<file path="src/common/atp_pkg.sv">
package atp_pkg;
	// Byte addresses of the register words
	localparam logic [11:0] ADDR_IRQ_MASK = 12'h070;
	localparam logic [11:0] ADDR_CONTROL = 12'h0b0;
	localparam logic [11:0] ADDR_COUNT = 12'h0b4;
	localparam logic [11:0] ADDR_COMPARE = 12'h0b8;
	localparam logic [11:0] ADDR_ASYNC_STATUS = 12'h0bc;
	localparam logic [11:0] ADDR_FLAGS = 12'h0c0;
	localparam logic [11:0] ADDR_GEN_CONTROL = 12'h0c4;
	// Control word fields
	localparam int CTL_FORCE_BIT = 7;
	localparam int CTL_WGM0_BIT = 6;
	localparam int CTL_COM_HI = 5;
	localparam int CTL_COM_LO = 4;
	localparam int CTL_WGM1_BIT = 3;
	localparam int CTL_CS_HI = 2;
	localparam int CTL_CS_LO = 0;
	// Flag and mask bit positions
	localparam int COMPARE_BIT = 1;
	localparam int OVERFLOW_BIT = 0;
	// Async status fields
	localparam int EXT_CLK_BIT = 4;
	localparam int ASYNC_SEL_BIT = 3;
	localparam int CNT_BUSY_BIT = 2;
	localparam int CMP_BUSY_BIT = 1;
	localparam int CTL_BUSY_BIT = 0;
	// General control field
	localparam int PSR_BIT = 1;
	// Reset values
	localparam logic [7:0] CONTROL_RESET = 8'h00;
	localparam logic [7:0] MASK_RESET = 8'h00;
	localparam logic [7:0] COUNT_RESET = 8'h00;
	localparam logic [7:0] COMPARE_RESET = 8'h00;
	// Counter limits
	localparam logic [7:0] COUNT_MAX = 8'hff;
	localparam logic [7:0] COUNT_BOTTOM = 8'h00;
	// Oscillator edges before a temporary value lands
	localparam logic [1:0] COMMIT_EDGES = 2'h2;
	localparam int PRESCALE_BITS = 10;
	// Waveform modes
	localparam logic [1:0] WGM_NORMAL = 2'h0;
	localparam logic [1:0] WGM_PHASE_PWM = 2'h1;
	localparam logic [1:0] WGM_CLEAR_ON_MATCH = 2'h2;
	localparam logic [1:0] WGM_FAST_PWM = 2'h3;
endpackage : atp_pkg

</file>
<file path="src/hdl/atp_timer.sv">
`timescale 1ns/100ps
module atp_timer (
	// Clock and reset
	input wire logic REF_CLK,
	input wire logic NRST,
	// APB slave
	input wire logic PSEL,
	input wire logic PENABLE,
	input wire logic PWRITE,
	input wire logic [11:0] PADDR,
	input wire logic [31:0] PWDATA,
	output logic [31:0] PRDATA,
	output logic PREADY,
	output logic PSLVERR,
	// Oscillator pins and their port fallback
	input wire logic OSC_IN_PIN,
	output logic OSC_PINS_DETACHED,
	output logic EXT_CLOCK_ENABLE,
	// Compare output pin
	input wire logic PORT_OUT,
	input wire logic PORT_DIR,
	output logic WAVE_OUT_PIN,
	output logic WAVE_OUT_OE,
	// Interrupt request side
	input wire logic GLOBAL_IRQ_EN,
	input wire logic COMPARE_VECTOR_ACK,
	input wire logic OVERFLOW_VECTOR_ACK,
	output logic COMPARE_IRQ,
	output logic OVERFLOW_IRQ
);

	logic [7:0] control, control_tmp, count, compare, compare_buf, compare_tmp, count_tmp;
	logic [7:0] irq_mask;
	logic [1:0] flags;
	logic async_clock_select, ext_clock_enable, prescaler_reset;
	logic osc_s1, osc_s2, osc_s3;
	localparam int PRESCALE_BITS_W = atp_pkg::PRESCALE_BITS;
	logic [PRESCALE_BITS_W-1:0] prescale;
	logic count_up, block_match, compare_pending, wave;
	logic count_busy, compare_busy, control_busy;
	logic [1:0] count_edges, compare_edges, control_edges;

	// Tap hit for the selected prescale ratio
	function automatic logic tap_hit(input logic [2:0] sel, input logic [9:0] pre);
		logic [9:0] m;
		m = 10'h000;
		case (sel)
			3'h2: m = 10'h007;
			3'h3: m = 10'h01f;
			3'h4: m = 10'h03f;
			3'h5: m = 10'h07f;
			3'h6: m = 10'h0ff;
			3'h7: m = 10'h3ff;
			default: m = 10'h000;
		endcase
		return (sel != 3'h0) && ((pre & m) == m);
	endfunction : tap_hit

	// Non-PWM output action on a match
	function automatic logic nonpwm_act(input logic [1:0] com, input logic cur);
		case (com)
			2'h1: return ~cur;
			2'h2: return 1'b0;
			2'h3: return 1'b1;
			default: return cur;
		endcase
	endfunction : nonpwm_act

	// Second edge of the oscillator after a write closes the transfer
	function automatic logic lands(input logic busy, input logic rise, input logic [1:0] edges);
		return busy && rise && (edges == atp_pkg::COMMIT_EDGES - 2'h1);
	endfunction : lands

	// Bus decode
	wire wr = PSEL && PENABLE && PWRITE;
	wire [7:0] wdata = PWDATA[7:0];
	wire hit_mask = PADDR == atp_pkg::ADDR_IRQ_MASK;
	wire hit_ctl = PADDR == atp_pkg::ADDR_CONTROL;
	wire hit_cnt = PADDR == atp_pkg::ADDR_COUNT;
	wire hit_cmp = PADDR == atp_pkg::ADDR_COMPARE;
	wire hit_async = PADDR == atp_pkg::ADDR_ASYNC_STATUS;
	wire hit_flags = PADDR == atp_pkg::ADDR_FLAGS;
	wire hit_gen = PADDR == atp_pkg::ADDR_GEN_CONTROL;
	wire mapped = hit_mask | hit_ctl | hit_cnt | hit_cmp | hit_async | hit_flags | hit_gen;
	wire wr_ctl = wr && hit_ctl;
	wire wr_cnt = wr && hit_cnt;
	wire wr_cmp = wr && hit_cmp;

	// Source clock: every I/O cycle, or each synchronized oscillator rise
	// The oscillator must stay below half of REF_CLK or rises are lost
	wire osc_rise = osc_s2 && !osc_s3;
	wire src_tick = async_clock_select ? osc_rise : 1'b1;

	// Transfers into the live registers; in async mode only after two edges
	wire ctl_commit = async_clock_select ? lands(control_busy, osc_rise, control_edges) : wr_ctl;
	wire cnt_commit = async_clock_select ? lands(count_busy, osc_rise, count_edges) : wr_cnt;
	wire cmp_commit = async_clock_select ? lands(compare_busy, osc_rise, compare_edges) : wr_cmp;
	wire [7:0] ctl_src = async_clock_select ? control_tmp : wdata;
	wire [7:0] cnt_src = async_clock_select ? count_tmp : wdata;
	wire [7:0] cmp_src = async_clock_select ? compare_tmp : wdata;

	// Mode decode
	wire [1:0] wgm = {control[atp_pkg::CTL_WGM1_BIT], control[atp_pkg::CTL_WGM0_BIT]};
	wire [1:0] com = control[atp_pkg::CTL_COM_HI:atp_pkg::CTL_COM_LO];
	wire [2:0] cs = control[atp_pkg::CTL_CS_HI:atp_pkg::CTL_CS_LO];
	wire pwm = wgm[0];
	wire [1:0] new_wgm = {ctl_src[atp_pkg::CTL_WGM1_BIT], ctl_src[atp_pkg::CTL_WGM0_BIT]};
	wire [1:0] new_com = ctl_src[atp_pkg::CTL_COM_HI:atp_pkg::CTL_COM_LO];

	// Timer tick from the prescaler
	wire tick = src_tick && ((cs == 3'h1) || tap_hit(cs, prescale));

	// Counter events
	wire at_max = count == atp_pkg::COUNT_MAX;
	wire at_bottom = count == atp_pkg::COUNT_BOTTOM;
	wire cmp_top = compare == atp_pkg::COUNT_MAX;
	wire match = tick && (count == compare) && !block_match;
	wire overflow_ev = tick && ((wgm == atp_pkg::WGM_PHASE_PWM) ? (!count_up && at_bottom)
		: at_max);
	wire top_ev = tick && at_max && (wgm != atp_pkg::WGM_PHASE_PWM || count_up);
	// Force acts on the mode being written, and never in PWM
	wire force_ev = ctl_commit && ctl_src[atp_pkg::CTL_FORCE_BIT] && !new_wgm[0];

	logic [7:0] next_count;
	logic next_count_up;
	always_comb begin
		next_count = count + 8'h01;
		next_count_up = count_up;
		case (wgm)
			atp_pkg::WGM_PHASE_PWM: begin
				if (count_up) begin
					if (at_max) begin
						next_count = count - 8'h01;
						next_count_up = 1'b0;
					end
				end else if (at_bottom) begin
					next_count_up = 1'b1;
				end else begin
					next_count = count - 8'h01;
				end
			end
			atp_pkg::WGM_CLEAR_ON_MATCH: begin
				// Only a real match clears; a forced one never reaches here
				if (match) begin
					next_count = atp_pkg::COUNT_BOTTOM;
				end
			end
			default: next_count = count + 8'h01;
		endcase
	end

	logic next_wave;
	always_comb begin
		next_wave = wave;
		if (force_ev) begin
			next_wave = nonpwm_act(new_com, wave);
		end else begin
			case (wgm)
				atp_pkg::WGM_FAST_PWM: begin
					if (com[1] && top_ev) begin
						next_wave = !com[0];
					end else if (com[1] && match && !cmp_top) begin
						next_wave = com[0];
					end
				end
				atp_pkg::WGM_PHASE_PWM: begin
					if (com[1] && cmp_top && top_ev) begin
						next_wave = !com[0];
					end else if (com[1] && match && !cmp_top) begin
						next_wave = count_up ? com[0] : !com[0];
					end
				end
				default: begin
					if (match) begin
						next_wave = nonpwm_act(com, wave);
					end
				end
			endcase
		end
	end

	// Oscillator synchronizer; the first stage feeds only the second
	always_ff @(posedge REF_CLK or negedge NRST) begin
		if (!NRST) begin
			osc_s1 <= 1'b0;
			osc_s2 <= 1'b0;
			osc_s3 <= 1'b0;
		end else begin
			osc_s1 <= OSC_IN_PIN;
			osc_s2 <= osc_s1;
			osc_s3 <= osc_s2;
		end
	end

	// Prescaler; in async mode the reset request waits for an oscillator edge
	always_ff @(posedge REF_CLK or negedge NRST) begin
		if (!NRST) begin
			prescale <= '0;
			prescaler_reset <= 1'b0;
		end else if (wr && hit_gen && wdata[atp_pkg::PSR_BIT]) begin
			prescaler_reset <= 1'b1;
		end else if (prescaler_reset && src_tick) begin
			prescale <= '0;
			prescaler_reset <= 1'b0;
		end else if (src_tick) begin
			prescale <= prescale + 10'h001;
		end
	end

	// Software registers and the temporary copies
	always_ff @(posedge REF_CLK or negedge NRST) begin
		if (!NRST) begin
			irq_mask <= atp_pkg::MASK_RESET;
			async_clock_select <= 1'b0;
			ext_clock_enable <= 1'b0;
			control_tmp <= atp_pkg::CONTROL_RESET;
			count_tmp <= atp_pkg::COUNT_RESET;
			compare_tmp <= atp_pkg::COMPARE_RESET;
		end else if (wr) begin
			if (hit_mask) begin
				irq_mask <= wdata & 8'h03;
			end
			if (hit_async) begin
				async_clock_select <= wdata[atp_pkg::ASYNC_SEL_BIT];
				ext_clock_enable <= wdata[atp_pkg::EXT_CLK_BIT];
			end
			if (hit_ctl) begin
				control_tmp <= wdata;
			end
			if (hit_cnt) begin
				count_tmp <= wdata;
			end
			if (hit_cmp) begin
				compare_tmp <= wdata;
			end
		end
	end

	// Busy flags: a new write restarts the edge count
	// A write while busy restarts the wait; the older value still lands if that write falls on its landing edge
	always_ff @(posedge REF_CLK or negedge NRST) begin
		if (!NRST) begin
			control_busy <= 1'b0;
			count_busy <= 1'b0;
			compare_busy <= 1'b0;
			control_edges <= 2'h0;
			count_edges <= 2'h0;
			compare_edges <= 2'h0;
		end else begin
			control_busy <= (wr_ctl && async_clock_select) || (control_busy && !ctl_commit);
			count_busy <= (wr_cnt && async_clock_select) || (count_busy && !cnt_commit);
			compare_busy <= (wr_cmp && async_clock_select) || (compare_busy && !cmp_commit);
			control_edges <= wr_ctl ? 2'h0 : control_edges + {1'b0, control_busy && osc_rise};
			count_edges <= wr_cnt ? 2'h0 : count_edges + {1'b0, count_busy && osc_rise};
			compare_edges <= wr_cmp ? 2'h0 : compare_edges + {1'b0, compare_busy && osc_rise};
		end
	end

	// Live control, compare buffer and counter
	always_ff @(posedge REF_CLK or negedge NRST) begin
		if (!NRST) begin
			control <= atp_pkg::CONTROL_RESET;
			compare <= atp_pkg::COMPARE_RESET;
			compare_buf <= atp_pkg::COMPARE_RESET;
			compare_pending <= 1'b0;
			count <= atp_pkg::COUNT_RESET;
			count_up <= 1'b1;
			block_match <= 1'b0;
			wave <= 1'b0;
		end else begin
			if (ctl_commit) begin
				control <= ctl_src & 8'h7f;
			end
			// PWM modes hold a new compare value until top to avoid glitches
			if (cmp_commit && !pwm) begin
				compare <= cmp_src;
				compare_buf <= cmp_src;
				compare_pending <= 1'b0;
			end else if (cmp_commit) begin
				compare_buf <= cmp_src;
				compare_pending <= 1'b1;
			end else if (compare_pending && (top_ev || !pwm)) begin
				compare <= compare_buf;
				compare_pending <= 1'b0;
			end
			if (cnt_commit) begin
				count <= cnt_src;
				block_match <= 1'b1;
			end else if (tick) begin
				count <= next_count;
				count_up <= next_count_up;
				block_match <= 1'b0;
			end
			wave <= next_wave;
		end
	end

	// Flags: an event in the clearing cycle wins
	always_ff @(posedge REF_CLK or negedge NRST) begin
		if (!NRST) begin
			flags <= 2'h0;
		end else begin
			flags[atp_pkg::COMPARE_BIT] <= match || (flags[atp_pkg::COMPARE_BIT]
				&& !COMPARE_VECTOR_ACK && !(wr && hit_flags && wdata[atp_pkg::COMPARE_BIT]));
			flags[atp_pkg::OVERFLOW_BIT] <= overflow_ev || (flags[atp_pkg::OVERFLOW_BIT]
				&& !OVERFLOW_VECTOR_ACK && !(wr && hit_flags && wdata[atp_pkg::OVERFLOW_BIT]));
		end
	end

	// Read mux; control and compare show the temporary copies
	logic [7:0] rd;
	always_comb begin
		rd = 8'h00;
		if (hit_mask) rd = irq_mask;
		if (hit_ctl) rd = control_tmp & 8'h7f;
		if (hit_cnt) rd = count;
		if (hit_cmp) rd = compare_tmp;
		if (hit_flags) rd = {6'h00, flags};
		if (hit_gen) rd = {6'h00, prescaler_reset, 1'b0};
		if (hit_async) rd = {3'h0, ext_clock_enable, async_clock_select, count_busy,
			compare_busy, control_busy};
	end

	// Read data is captured in the setup cycle so the access phase needs no wait
	always_ff @(posedge REF_CLK or negedge NRST) begin
		if (!NRST) begin
			PRDATA <= 32'h0000_0000;
		end else if (PSEL && !PENABLE && !PWRITE) begin
			PRDATA <= {24'h000000, rd};
		end
	end

	assign PREADY = 1'b1;
	assign PSLVERR = PSEL && PENABLE && !mapped;
	assign OSC_PINS_DETACHED = async_clock_select;
	assign EXT_CLOCK_ENABLE = ext_clock_enable;
	assign WAVE_OUT_PIN = (com != 2'h0) ? wave : PORT_OUT;
	// Direction alone enables the driver, exactly as for a plain port pin
	assign WAVE_OUT_OE = PORT_DIR;
	assign COMPARE_IRQ = GLOBAL_IRQ_EN && irq_mask[atp_pkg::COMPARE_BIT]
		&& flags[atp_pkg::COMPARE_BIT];
	assign OVERFLOW_IRQ = GLOBAL_IRQ_EN && irq_mask[atp_pkg::OVERFLOW_BIT]
		&& flags[atp_pkg::OVERFLOW_BIT];

endmodule : atp_timer

</file>
<file path="config.mk">
export PLATFORM = sky130hd
export DESIGN_NAME = atp_timer
export DESIGN_NICKNAME = d
export VERILOG_FILES = /design/src/common/atp_pkg.sv /design/src/hdl/atp_timer.sv
export SDC_FILE = /design/constraint.sdc
export NUM_CORES = 1
export LEC_CHECK = 0
export BUFFER_PORTS_ARGS = -buffer_cell sky130_fd_sc_hd__buf_2
export CAP_MARGIN = 20
export CORE_MARGIN = 5
export CORE_UTILIZATION = 59
export CTS_BUF_LIST = sky130_fd_sc_hd__clkbuf_2 sky130_fd_sc_hd__clkbuf_4 sky130_fd_sc_hd__clkbuf_8
export CTS_CLUSTER_DIAMETER = 200
export CTS_CLUSTER_SIZE = 30
export DETAILED_ROUTE_END_ITERATION = 10
export GPL_TIMING_DRIVEN = 1
export PLACE_DENSITY = 0.87
export SLEW_MARGIN = 5
export SYNTH_ARGS = -nofsm -noshare
export SYNTH_HDL_FRONTEND = slang
export SYNTH_SLANG_ARGS = --single-unit
</file>
<file path="constraint.sdc">
create_clock -name REF_CLK -period 2.56 [get_ports REF_CLK]
set_clock_uncertainty 0.2 [all_clocks]
set_input_delay 0.512 -clock REF_CLK [delete_from_list [all_inputs] [get_ports REF_CLK]]
set_output_delay 0.512 -clock REF_CLK [all_outputs]
set_load 0.02 [all_outputs]
</file>
[After elaboration in Yosys (flattened, before gate mapping)]
Cells that the tools add are included.
Storage, ports and cells
  register bits: 96
  output and inout bits: 40
  input port bits: 55
  word-level logic and storage cells: 229
Operators by class
  reductions and logical operators: 97
  muxes and demuxes: 54
  equal/unequal tests: 35
  bitwise logic cells: 10
  add/sub/neg operators: 6
Operator list (count)
  8-bit 2-to-1 mux: 20
  12-bit by 8-bit equality test with 1-bit output (second input constant): 6
  10-bit case mux with 6 select lines: 1
  1-bit logical AND: 52
  1-bit 2-to-1 mux: 23
  10-bit 2-to-1 mux: 2
  1-bit logical NOT: 17
  8-bit equality test (second input constant): 2
  8-bit case mux with 2 select lines: 1
  2-bit AND reduction: 7
  12-bit by 7-bit equality test with 1-bit output (second input constant): 1
  2-bit by 1-bit equality test with 1-bit output (second input constant): 6
  2-bit equality test (second input constant): 6
  3-bit equality test (second input constant): 4
  2-bit nonzero test: 6
  10-bit by 1-bit adder with 10-bit output (second input constant): 1
  10-bit bitwise AND: 1
  10-bit equality test: 1
  8-bit by 1-bit adder with 8-bit output (second input constant): 1
  8-bit equality test: 1
  8-bit logical NOT: 1
  1-bit logical OR: 8
  2-bit 2-to-1 mux: 4
  8-bit by 1-bit subtractor with 8-bit output (second input constant): 1
  other kinds (16): 29

[Logic depth before layout (Yosys ltp)]
Gate-level depths: netlist of run 1.
  depth in word-level cells: 15
  depth in mapped cells: 9
  gate-level depth less buffers: 9

[Least setup slack after synthesis of run 1]
OpenSTA, ideal clock, no wires.
  path type: input to register
  from: in PADDR[1]
  to: reg compare[0]
  required time: 2.235 ns
  arrival: 2.165 ns
  path buffers: 0
  library setup time: 0.125 ns
  setup slack: 0.071 ns
  stages: 7
  cells stage by stage: nor3_1 nand2_1 nor2_4 a32oi_2 nor2_2 mux2_2 mux2_2
On the way
  word-level cells in the longest chain between the ends: 6
  elaborated cells on any way between the ends: 8
  classes of those cells: eq/ne (2); mux (2); reduce/logical (4)
Ends and longest elaborated chain
  start: declaration: line atp_timer.sv:10  | input wire logic [11:0] PADDR,
  12-bit by 8-bit equality test with 1-bit output (*): line atp_timer.sv:80  | wire hit_cmp = PADDR == atp_pkg::ADDR_COMPARE;
  1-bit logical AND (*): line atp_timer.sv:87  | wire wr_cmp = wr && hit_cmp;
  1-bit 2-to-1 mux (*): line atp_timer.sv:97  | wire cmp_commit = async_clock_select ? lands(compare_busy, osc_rise, compare_edges) : wr_cmp;
  1-bit logical AND: line atp_timer.sv:275  | if (cmp_commit && !pwm) begin
  2-bit by 1-bit inequality test with 1-bit output (no source line) or 2-bit nonzero test (tied branches)
  2-bit AND reduction (no source line)
  end signal: assignment: line atp_timer.sv:263  | compare <= atp_pkg::COMPARE_RESET;
  end signal: assignment: line atp_timer.sv:276  | compare <= cmp_src;
  end signal: assignment: line atp_timer.sv:283  | compare <= compare_buf;
  end: declaration: line atp_timer.sv:32  | logic [7:0] control, control_tmp, count, compare, compare_buf, compare_tmp, count_tmp;
Mark *: on every way between the ends. The rest lies on a longest branch, timed or not.
A chain may end at the register's enable or synchronous reset.

[Final worst setup path of run 1]
  from: in PADDR[8]
  to: out PSLVERR
On the way
  word-level cells in the longest chain between the ends: 9
  elaborated cells on any way between the ends: 15
  classes of those cells: eq/ne (7); bitwise (6); reduce/logical (2)
Ends and longest elaborated chain
  12-bit by 7-bit equality test with 1-bit output or 12-bit by 8-bit equality test with 1-bit output (tied branches): line atp_timer.sv:77, atp_timer.sv:78
  1-bit bitwise OR (5 in a row): line atp_timer.sv:84  | wire mapped = hit_mask | hit_ctl | hit_cnt | hit_cmp | hit_async | hit_flags | hit_gen;
  1-bit bitwise OR (*): line atp_timer.sv:84
  1-bit logical NOT (*): line atp_timer.sv:334  | assign PSLVERR = PSEL && PENABLE && !mapped;
  1-bit logical AND (*): line atp_timer.sv:334
  end: declaration: line atp_timer.sv:14  | output logic PSLVERR,
Marks and branches as above.

==> results.md, run 1 <==
* Worst setup EP type: output port
* Drt initial violations at 604
* Fmax at 0.3871 GHz
* Power Density at 451.7 nW/um2
* Max Cap Violations at 0
* Dpl hpwl at 11950 um
* Worst r2r src: count[5]
* TritonCTS Buffers at 9
* Leak at 3.177 nW
* Post-synth EDFFs at 0
* # H-tree levels at 3
* Slew Viols, Final at 0
* Mean Syn Cell Area at 9.757 um2
* GRT Total Usage at 0.2763
* FFs w/ async S/R, synth at 1.000
* Yosys warns at 0
* Initial cell density of the core at 0.6017
* Worst-skew pair later-pin latency at 0.39 ns
* Clock Sinks at 96
* Core area at 9729 um2
* Global-route wire length before repair at 25540 um
* FF-to-FF path depth at 7
* Peak VDD IR at 459.0 uV
* Fin crit share at 1.009
* Final setup viols at 1
* Status: finished with violations
* Failing checks: setup timing
* FP Rows at 36
* Syn Std Cell Area at 5854 um2
* Chip height at 109.6 um
* WS Path Type: primary input to output port
* Clk slew on worst S/H paths at 0.09 ns
* Worst hold endpoint: osc_s1
* Post-route DRC at 0
* Port Buffers at 43
* Post-synthesis sequential element count at 96
* Worst-path fanout max at 3
* Final Hold Viols at 0
* Post-synth top flop: dfrtp_1
* Fin util at 0.7010
* Clock root cell: clkbuf_8
* I/O pin cnt at 95
* Layout cell share with drive strength beyond 1 at 0.3219
* Final GP Congestion at 1.001
* Post-route insts no fill at 832
* Sw Ratio at 0.2928
* RSZ-0062 raised after global routing: true
* Placed inst area at 6479 um2
* Vias at 5103
* Vias per cell at 6.133
* Internal at 2.179 mW
* Sequential area share after synthesis at 0.4106
* Critical path startpoint category: primary input
* Post-Place Cells at 809
* Relative slew slack at 0.6359
* Detailed Route WL at 15940 um
* Slew @ Worst Pin at 0.5462 ns
* Hold/Removal Path Class: primary input to flop
* Cell count after synthesis at 600
* Comb pwr share at 0.138
* Largest net degree at the start of global routing at 38
* Die ar. at 12010 um2
* Reg2reg setup slack at 0.08 ns
* Hold Path Origin: OSC_IN_PIN
* Setup ws final at -0.02303 ns
* Max Root-Sink Buffers at 2
* Hold Path Cell Cnt at 1
* Die width at 109.6 um
* Area Overhead vs Synth at 16.50%
* Antenna violations before repair at 0
* Fin nets at 761
* CTS tree: yes
* Vias in the first global route at 4993
* Number of routed nets with antenna violations at 0
* DR pass1 iterations at 6
* Worst hold slack at 0.03387 ns
* WL/cell at 19.16 um
* Antenna diode count at 0
* Clock power share at 0.316
* WP data required at 1.85 ns
* Grt total ovfl at 0
* Setup TNS at -0.02303 ns
* Synth cell types at 78
* Data arrival, critical path at 1.87 ns
* Seq pwr share at 0.546
* Switching power at 0.9018 mW
* Period minus WS final at 2.583 ns
* FF-to-FF End: count[6]
* Fin area at 6820 um2
worst max-delay path, cell delays in order:
cell	delay, ns
buf_2	0.11
or4_4	0.55
nor3_4	0.21
buf_6	0.13
nand2_4	0.06
nand2_4	0.09
nor4_2	0.04
buf_4	0.17
metal layers:
layer | wire length [um] | global-route usage | vias up
met5 | 0 | 0 | -
met2 | 7674 | 0.4586 | 240
met3 | 1200 | 0.04521 | 29
li1 | - | - | 2320
met4 | 345 | 0.08816 | 0
met1 | 6720 | 0.3705 | 2514
metrics by stage:
step	worst slack, ns	power (mW)
floorplan	0.07050	1.977
global placement	-0.1013	2.097
detailed placement	-0.1537	2.123
CTS	-0.004748	3.077
global route	-0.06158	3.208
finish	-0.02303	3.080
cells in the final DEF (no fill, tap or decap), types with 17 or more instances in the layout:
cell type,n
nand3_1,17
dfrtp_1,94
nand2_1,54
o21ai_0,37
nor3_1,17
conb_1,25
buf_2,40
buf_4,63
nor2_1,29
a21oi_1,31
mux2_2,59
cell type report:
class	count	area (um2)
fill	714	2909
inverter	14	52.55
timing repair buffer	110	785.8
clock buffer	11	145.1
sequential	96	2405
tap	133	166.4
multi-input combinational	463	3227
clock inverter	5	38.79
sequential cells by signal (all words and copies together), names as in the netlist, 7 cells and up:
register     count
PRDATA           8
compare          8
compare_buf      8
compare_tmp      8
control          7
control_tmp      8
count            8
count_tmp        8
prescale        10
power by group through the flow:
stage,Sequential (mW),Combinational (mW),Clock [mW]
CTS,1.68,0.416,0.979
global placement,1.71,0.392,0
finish,1.68,0.426,0.972
global route,1.70,0.467,1.05
detailed placement,1.71,0.411,0
floorplan,1.70,0.279,0
Yosys cell counts, types with 9 or more instances:
library cell / instances / area share
nand2_1: 56 / 0.036
nor2_1: 30 / 0.019
nor3_1: 18 / 0.015
buf_4: 28 / 0.036
nand3_1: 17 / 0.015
a21oi_1: 31 / 0.027
xnor2_1: 15 / 0.022
dfrtp_1: 95 / 0.41
o21ai_0: 37 / 0.032
nor2b_1: 16 / 0.017
buf_2: 9 / 0.0077
ha_1: 12 / 0.026
mux2_2: 59 / 0.11
inv_1: 14 / 0.0090
a31oi_1: 10 / 0.011
and3_1: 11 / 0.012
cell families (layout without fill, tap and decap cells):
kind of cell    Yosys count  after routing  synth area share
simple gates            208            208            0.1939
mux                      59             59            0.1135
compound gates          140            140            0.1607
flops                    96             96            0.4106
xor+xnor                 19             19           0.02842
fa+ha+maj                12             12           0.02565
other cells               2             25          0.001283
buf+inv                  64            140           0.06604
timing repair:
action	4_1_cts	5_1_grt
setup buffers	0	6
setup endpoints to repair	2	16
resized for setup	3	17
endpoints found under the hold margin	34	0
hold buffers	1	0
pin swaps	1	6
how the worst max path moves through the flow:
stage / from / to / cells after the start
floorplan: PADDR[1] / compare[0] / 7
global placement: PADDR[9] / compare[5] / 9
detailed placement: PADDR[9] / compare[0] / 9
CTS: PADDR[9] / PSLVERR / 8
global route: PADDR[8] / PSLVERR / 8
finish: PADDR[8] / PSLVERR / 8
Note: power is estimated with default switching activity, not from simulation.
==> inputs of run 2 (changes only) <==
--- a/config.mk
+++ b/config.mk
@@ -7,8 +7,10 @@
 export LEC_CHECK = 0
 export BUFFER_PORTS_ARGS = -buffer_cell sky130_fd_sc_hd__buf_2
 export CAP_MARGIN = 20
+export CELL_PAD_IN_SITES_DETAIL_PLACEMENT = 0
+export CELL_PAD_IN_SITES_GLOBAL_PLACEMENT = 2
 export CORE_MARGIN = 5
-export CORE_UTILIZATION = 59
+export CORE_UTILIZATION = 37
 export CTS_BUF_LIST = sky130_fd_sc_hd__clkbuf_2 sky130_fd_sc_hd__clkbuf_4 sky130_fd_sc_hd__clkbuf_8
 export CTS_CLUSTER_DIAMETER = 200
 export CTS_CLUSTER_SIZE = 30
==> results.md, run 2 (synthesis results as in run 1) <==
* Status: finished with violations (unchanged)
* Failing checks: setup timing (unchanged)
* Worst r2r src: control[0] (was count[5])
* Worst setup EP type: output port (unchanged)
* Most common cell after layout, fill and taps aside: dfrtp_1 (unchanged)
* Max Root-Sink Buffers at 2 (unchanged)
* Fin nets at 782 (was 761)
* Worst-skew pair later-pin latency at 0.40 ns (was 0.39 ns)
* Setup WS pre-CTS at -0.1587 ns (was -0.1537 ns)
* Core area at 15710 um2 (was 9729 um2)
* Post-route insts no fill at 936 (was 832)
* Slew @ Worst Pin at 0.5300 ns (was 0.5462 ns)
* Antenna violations before repair at 0 (unchanged)
* Global-route wire length before repair at 26410 um (was 25540 um)
* Layout cell share with drive strength beyond 1 at 0.3472 (was 0.3219)
* Fin crit share at 1.010 (was 1.009)
* Clk slew on worst S/H paths at 0.09 ns (about the same)
* DR pass1 iterations at 5 (was 6)
* Die ar. at 18440 um2 (was 12010 um2)
* Setup TNS at -0.02617 ns (was -0.02303 ns)
* Dpl hpwl at 12790 um (was 11950 um)
* Die width at 135.8 um (was 109.6 um)
* Clock Sinks at 96 (unchanged)
* Port Buffers at 43 (unchanged)
* Grt total ovfl at 0 (unchanged)
* Peak VDD IR at 242.6 uV (was 459.0 uV)
* GRT Total Usage at 0.1860 (was 0.2763)
* Reg2reg setup slack at 0.08 ns (about the same)
* CTS tree: yes (unchanged)
* Vias at 4914 (was 5103)
* Largest net degree at the start of global routing at 42 (was 38)
* FP Rows at 46 (was 36)
* Final setup viols at 1 (unchanged)
* Drt initial violations at 328 (was 604)
* Power Density at 449.6 nW/um2 (was 451.7 nW/um2)
* Initial cell density of the core at 0.3726 (was 0.6017)
* Number of routed nets with antenna violations at 0 (unchanged)
* Period minus WS final at 2.586 ns (was 2.583 ns)
* Data arrival, critical path at 1.87 ns (about the same)
* Antenna diode count at 0 (unchanged)
* Most frequent cells in the layout: dfrtp_1, buf_4, mux2_2 (unchanged)
* Crit path from: PADDR[9] (was PADDR[8])
* Vias in the first global route at 4997 (was 4993)
* Relative slew slack at 0.6466 (was 0.6359)
* Detailed Route WL at 16530 um (was 15940 um)
* Worst hold slack at 0.02800 ns (was 0.03387 ns)
* Clock root cell: clkbuf_8 (unchanged)
* Final Hold Viols at 0 (unchanged)
* Post-route DRC at 0 (unchanged)
* Reg with most FFs: prescale (unchanged)
* Hold/Removal Path Class: primary input to flop (unchanged)
* WL/cell at 17.66 um (was 19.16 um)
* Slew Viols, Final at 0 (unchanged)
* Area Overhead vs Synth at 21.65% (was 16.50%)
* Setup ws final at -0.02617 ns (was -0.02303 ns)
* RSZ-0062 raised after global routing: true (unchanged)
* # H-tree levels at 3 (unchanged)
* Chip height at 135.8 um (was 109.6 um)
* Max reg flops at 10 (unchanged)
* Worst-path fanout max at 3 (unchanged)
* Crit path capture: PSLVERR (unchanged)
* Final GP Congestion at 0.8896 (was 1.001)
* Vias per cell at 5.250 (was 6.133)
* WS Path Type: primary input to output port (unchanged)
* Max Cap Violations at 0 (unchanged)
* WP data required at 1.85 ns (about the same)
* Fin util at 0.4533 (was 0.7010)
* Fillers at 1545 (was 714)
* Leak at 3.300 nW (was 3.177 nW)
* FF-to-FF path depth at 8 (was 7)
* Post-Place Cells at 911 (was 809)
* Critical path startpoint category: primary input (unchanged)
* I/O pin cnt at 95 (unchanged)
* TritonCTS Buffers at 9 (unchanged)
* FF-to-FF End: compare[1] (was count[6])
* Fmax at 0.3867 GHz (was 0.3871 GHz)
## run 2: worst min-delay path by stage
stage	end	start	depth (start not counted)	slack (ns)
final	osc_s1	OSC_IN_PIN	1	0.03
after global routing	osc_s1	OSC_IN_PIN	1	0.02
after CTS	osc_s1	OSC_IN_PIN	1	0.006
after detailed placement	osc_s2	osc_s1	0	0.14
after global placement	osc_s2	osc_s1	0	0.13
after floorplan	EXT_CLOCK_ENABLE	NRST	0	0.02
## run 2: area by class of cell
class	instances	area [um2]	area share
clock buffer	9	123.9	0.01739
clock inverter	7	86.33	0.01212
inverter	14	52.55	0.007379
multi-input combinational	463	3242	0.4552
sequential	96	2406	0.3378
tap	216	270.3	0.03795
timing repair buffer	131	940.9	0.1321
## run 2: layer usage
metal,GRT usage,vias to the layer above,wire (um)
met1,0.2539,2398,7658
met2,0.2918,119,7742
li1,-,2371,-
met4,0.07671,0,389
met5,0,-,0
met3,0.03380,26,740
## run 2: worst max-delay path: stages
cell,delay [ns]
buf_6,0.10
or4_4,0.56
buf_6,0.15
nor2_4,0.08
nand2_2,0.06
a31oi_1,0.17
nor4_2,0.08
buf_4,0.17
## run 2: through the flow
stage               instance area [um2]  power [mW]
floorplan                          5941       1.977
global placement                   6713       2.126
detailed placement                 6713       2.146
CTS                                6989       3.232
global route                       7122       3.358
finish                             7122       3.202
## run 2: timing repair
item | CTS | global route
buffers inserted | 5 | 3
resized for setup | 5 | 28
setup endpoints to repair | 4 | 24
hold endpoints to repair | 33 | 0
hold buffers | 1 | 0
pin swaps | 3 | 9
## run 2: where the power goes
part / leakage, nW / switching, mW / internal, mW
clock network: 0.104 / 0.603 / 0.472
registers: 1.24 / 0.0698 / 1.61
logic: 1.95 / 0.260 / 0.192
==> inputs of run 3 (changes only) <==
==> constraint.sdc (replaced) <==
create_clock -name REF_CLK -period 2.8 [get_ports REF_CLK]
set_clock_uncertainty 0.2 [all_clocks]
set_input_delay 0.56 -clock REF_CLK [delete_from_list [all_inputs] [get_ports REF_CLK]]
set_output_delay 0.56 -clock REF_CLK [all_outputs]
set_load 0.02 [all_outputs]
==> results.md, run 3 (synthesis results as in run 1) <==
* Largest net degree at the start of global routing at 36 (was 42)
* Max Root-Sink Buffers at 2 (unchanged)
* Slew @ Worst Pin at 0.6054 ns (was 0.5300 ns)
* Final GP Congestion at 0.8558 (was 0.8896)
* CP delay by family, top: simple AND/OR/NAND/NOR gates (unchanged)
* Power Density at 427.3 nW/um2 (was 449.6 nW/um2)
* Vias at 4753 (was 4914)
* Crit path capture: PSLVERR (unchanged)
* Seq pwr share at 0.542 (was 0.523)
* Fillers at 1567 (was 1545)
* Worst setup EP type: output port (unchanged)
* Vias in the first global route at 4593 (was 4997)
* Layout cell share with drive strength beyond 1 at 0.2779 (was 0.3472)
* Clock power share at 0.336 (about the same)
* Max reg flops at 10 (unchanged)
* FF-to-FF path depth at 7 (was 8)
* WL/cell at 17.96 um (was 17.66 um)
* Fin area at 6666 um2 (was 7122 um2)
* FF-to-FF End: count[7] (was compare[1])
* Final setup viols at 0 (was 1)
* Relative slew slack at 0.5911 (was 0.6466)
* Switching power at 0.7957 mW (was 0.9324 mW)
* WP data required at 2.04 ns (was 1.85 ns)
* Reg with most FFs: prescale (unchanged)
* I/O pin cnt at 95 (unchanged)
* Critical path startpoint category: primary input (unchanged)
* Global-route wire length before repair at 25050 um (was 26410 um)
* Port Buffers at 43 (unchanged)
* Slowest CP cell: nor4_1 (was or4_4)
* Status: complete, no violations (was finished with violations)
* Drt initial violations at 289 (was 328)
* Vias per cell at 5.346 (was 5.250)
* # H-tree levels at 3 (unchanged)
* WS Path Type: primary input to output port (unchanged)
* Core area at 15710 um2 (unchanged)
* Crit-path cells: buf_2 -> nor4_1 -> nand2_1 -> nor2_4 -> buf_4 -> inv_1 -> nand2_1 -> nor4_1 -> buf_2 (was buf_6 -> or4_4 -> buf_6 -> nor2_4 -> nand2_2 -> a31oi_1 -> nor4_2 -> buf_4)
* Data arrival, critical path at 1.92 ns (was 1.87 ns)
* Hold/Removal Path Class: primary input to flop (unchanged)
* Buf/Inv on CP at 4 (was 3)
* Area Overhead vs Synth at 13.87% (was 21.65%)
* Critical path depth at 9 (was 8)
* TritonCTS Buffers at 9 (unchanged)
* Leak at 3.032 nW (was 3.300 nW)
* Setup TNS at 0 ns (was -0.02617 ns)
* Antenna diode count at 0 (unchanged)
* Fin nets at 736 (was 782)
* Fin util at 0.4243 (was 0.4533)
* Worst-path fanout max at 7 (was 3)
* Most common cell after layout, fill and taps aside: dfrtp_1 (unchanged)
* Die width at 135.8 um (unchanged)
* Sw Ratio at 0.2794 (was 0.2912)
* Fmax at 0.3730 GHz
* Initial cell density of the core at 0.3726 (unchanged)
* Grt total ovfl at 0 (unchanged)
* CTS tree: yes (unchanged)
* Detailed Route WL at 15960 um (was 16530 um)
* Clk slew on worst S/H paths at 0.09 ns (about the same)
* Placed inst area at 6432 um2 (was 6713 um2)
* Comb pwr share at 0.122 (was 0.141)
* RSZ-0062 raised after global routing: false (was true)
* Period minus WS final at 2.681 ns
* Internal at 2.053 mW (was 2.269 mW)
* Fin crit share at 0.9574
* Final Hold Viols at 0 (unchanged)
* Post-route DRC at 0 (unchanged)
* DR pass1 iterations at 6 (was 5)
* Most frequent cells in the layout: dfrtp_1, mux2_2, nand2_1 (was dfrtp_1, buf_4, mux2_2)
* FP Rows at 46 (unchanged)
* Chip height at 135.8 um (unchanged)
* Clock Sinks at 96 (unchanged)
* Die ar. at 18440 um2 (unchanged)
* GRT Total Usage at 0.1760 (was 0.1860)
* Dpl hpwl at 12340 um (was 12790 um)
* Worst r2r src: count[5] (was control[0])
* Peak VDD IR at 214.3 uV (was 242.6 uV)
* Worst hold slack at 0.09597 ns (was 0.02800 ns)
* Worst-skew pair later-pin latency at 0.38 ns (was 0.40 ns)
* Antenna violations before repair at 1 (was 0)
* Max stage delay on crit path at 0.42 ns (was 0.56 ns)
* Number of routed nets with antenna violations at 0 (unchanged)
* Reg2reg setup slack at 0.16 ns (was 0.08 ns)
* Slew Viols, Final at 0 (unchanged)
* Max Cap Violations at 0 (unchanged)
* Clock root cell: clkbuf_8 (unchanged)
* Crit path from: PADDR[9] (unchanged)
## run 3: cell count changes in the layout (fill, tap and decap cells not counted), moves of 3 or more
cell	before	now
nand2_1	53	56
buf_2	39	42
o21ai_1	6	1
o21ai_0	32	37
buf_4	84	38
buf_6	4	0
## run 3: layout make-up
class                      count  area [um2]  share of cell area
inverter                      14       52.55            0.007883
multi-input combinational    463        3156              0.4733
clock buffer                  11       145.1             0.02177
timing repair buffer          85       585.6             0.08784
tap                          216       270.3             0.04054
sequential                    96        2405              0.3607
clock inverter                 4       52.55            0.007883
## run 3: through the flow
step	power (mW)	worst slack, ns	instances
3_5_place_dp	1.918	-0.04230	872
2_1_floorplan	1.807	0.2548	623
5_1_grt	2.981	0.02428	889
6_report	2.848	0.1192	889
4_1_cts	2.871	0.08782	888
3_3_place_gp	1.901	0.002402	872
## run 3: worst min-delay path by stage
stage	from	endpoint	cells after the start
global route	OSC_IN_PIN	osc_s1	1
global placement	osc_s1	osc_s2	0
floorplan	NRST	EXT_CLOCK_ENABLE	0
CTS	OSC_IN_PIN	osc_s1	1
finish	OSC_IN_PIN	osc_s1	1
detailed placement	osc_s1	osc_s2	0
## run 3: worst reg2reg max path, stage by stage, from the launching register on
cell and delay (ns):
dfrtp_1 0.48, xnor2_1 0.18, nand3_1 0.11, nor4_2 0.44
a41oi_1 0.37, a211oi_1 0.39, o221ai_1 0.18, o221a_2 0.17
## run 3: power groups by stage
stage	combinational, mW	clock, mW	sequential [mW]
5_1_grt	0.392	1.03	1.56
3_5_place_dp	0.345	0	1.57
2_1_floorplan	0.255	0	1.55
4_1_cts	0.348	0.978	1.54
6_report	0.347	0.957	1.54
3_3_place_gp	0.335	0	1.57
## run 3: repair_timing
action / 4_1_cts / 5_1_grt
gates resized for setup: 0 / 2
hold buffers: 1 / 0
buffers inserted: 0 / 1
endpoints found under the setup margin: 0 / 9
endpoints found under the hold margin: 33 / 0
## run 3: routing by layer
layer / vias up / wire length [um] / share of wire / track usage
li1: 2261 / - / - / -
met1: 2371 / 7402 / 0.46 / 0.2471
met2: 98 / 7504 / 0.47 / 0.2727
met3: 21 / 710 / 0.044 / 0.03232
met4: 2 / 331 / 0.021 / 0.06215
met5: - / 13 / 0.00081 / 0
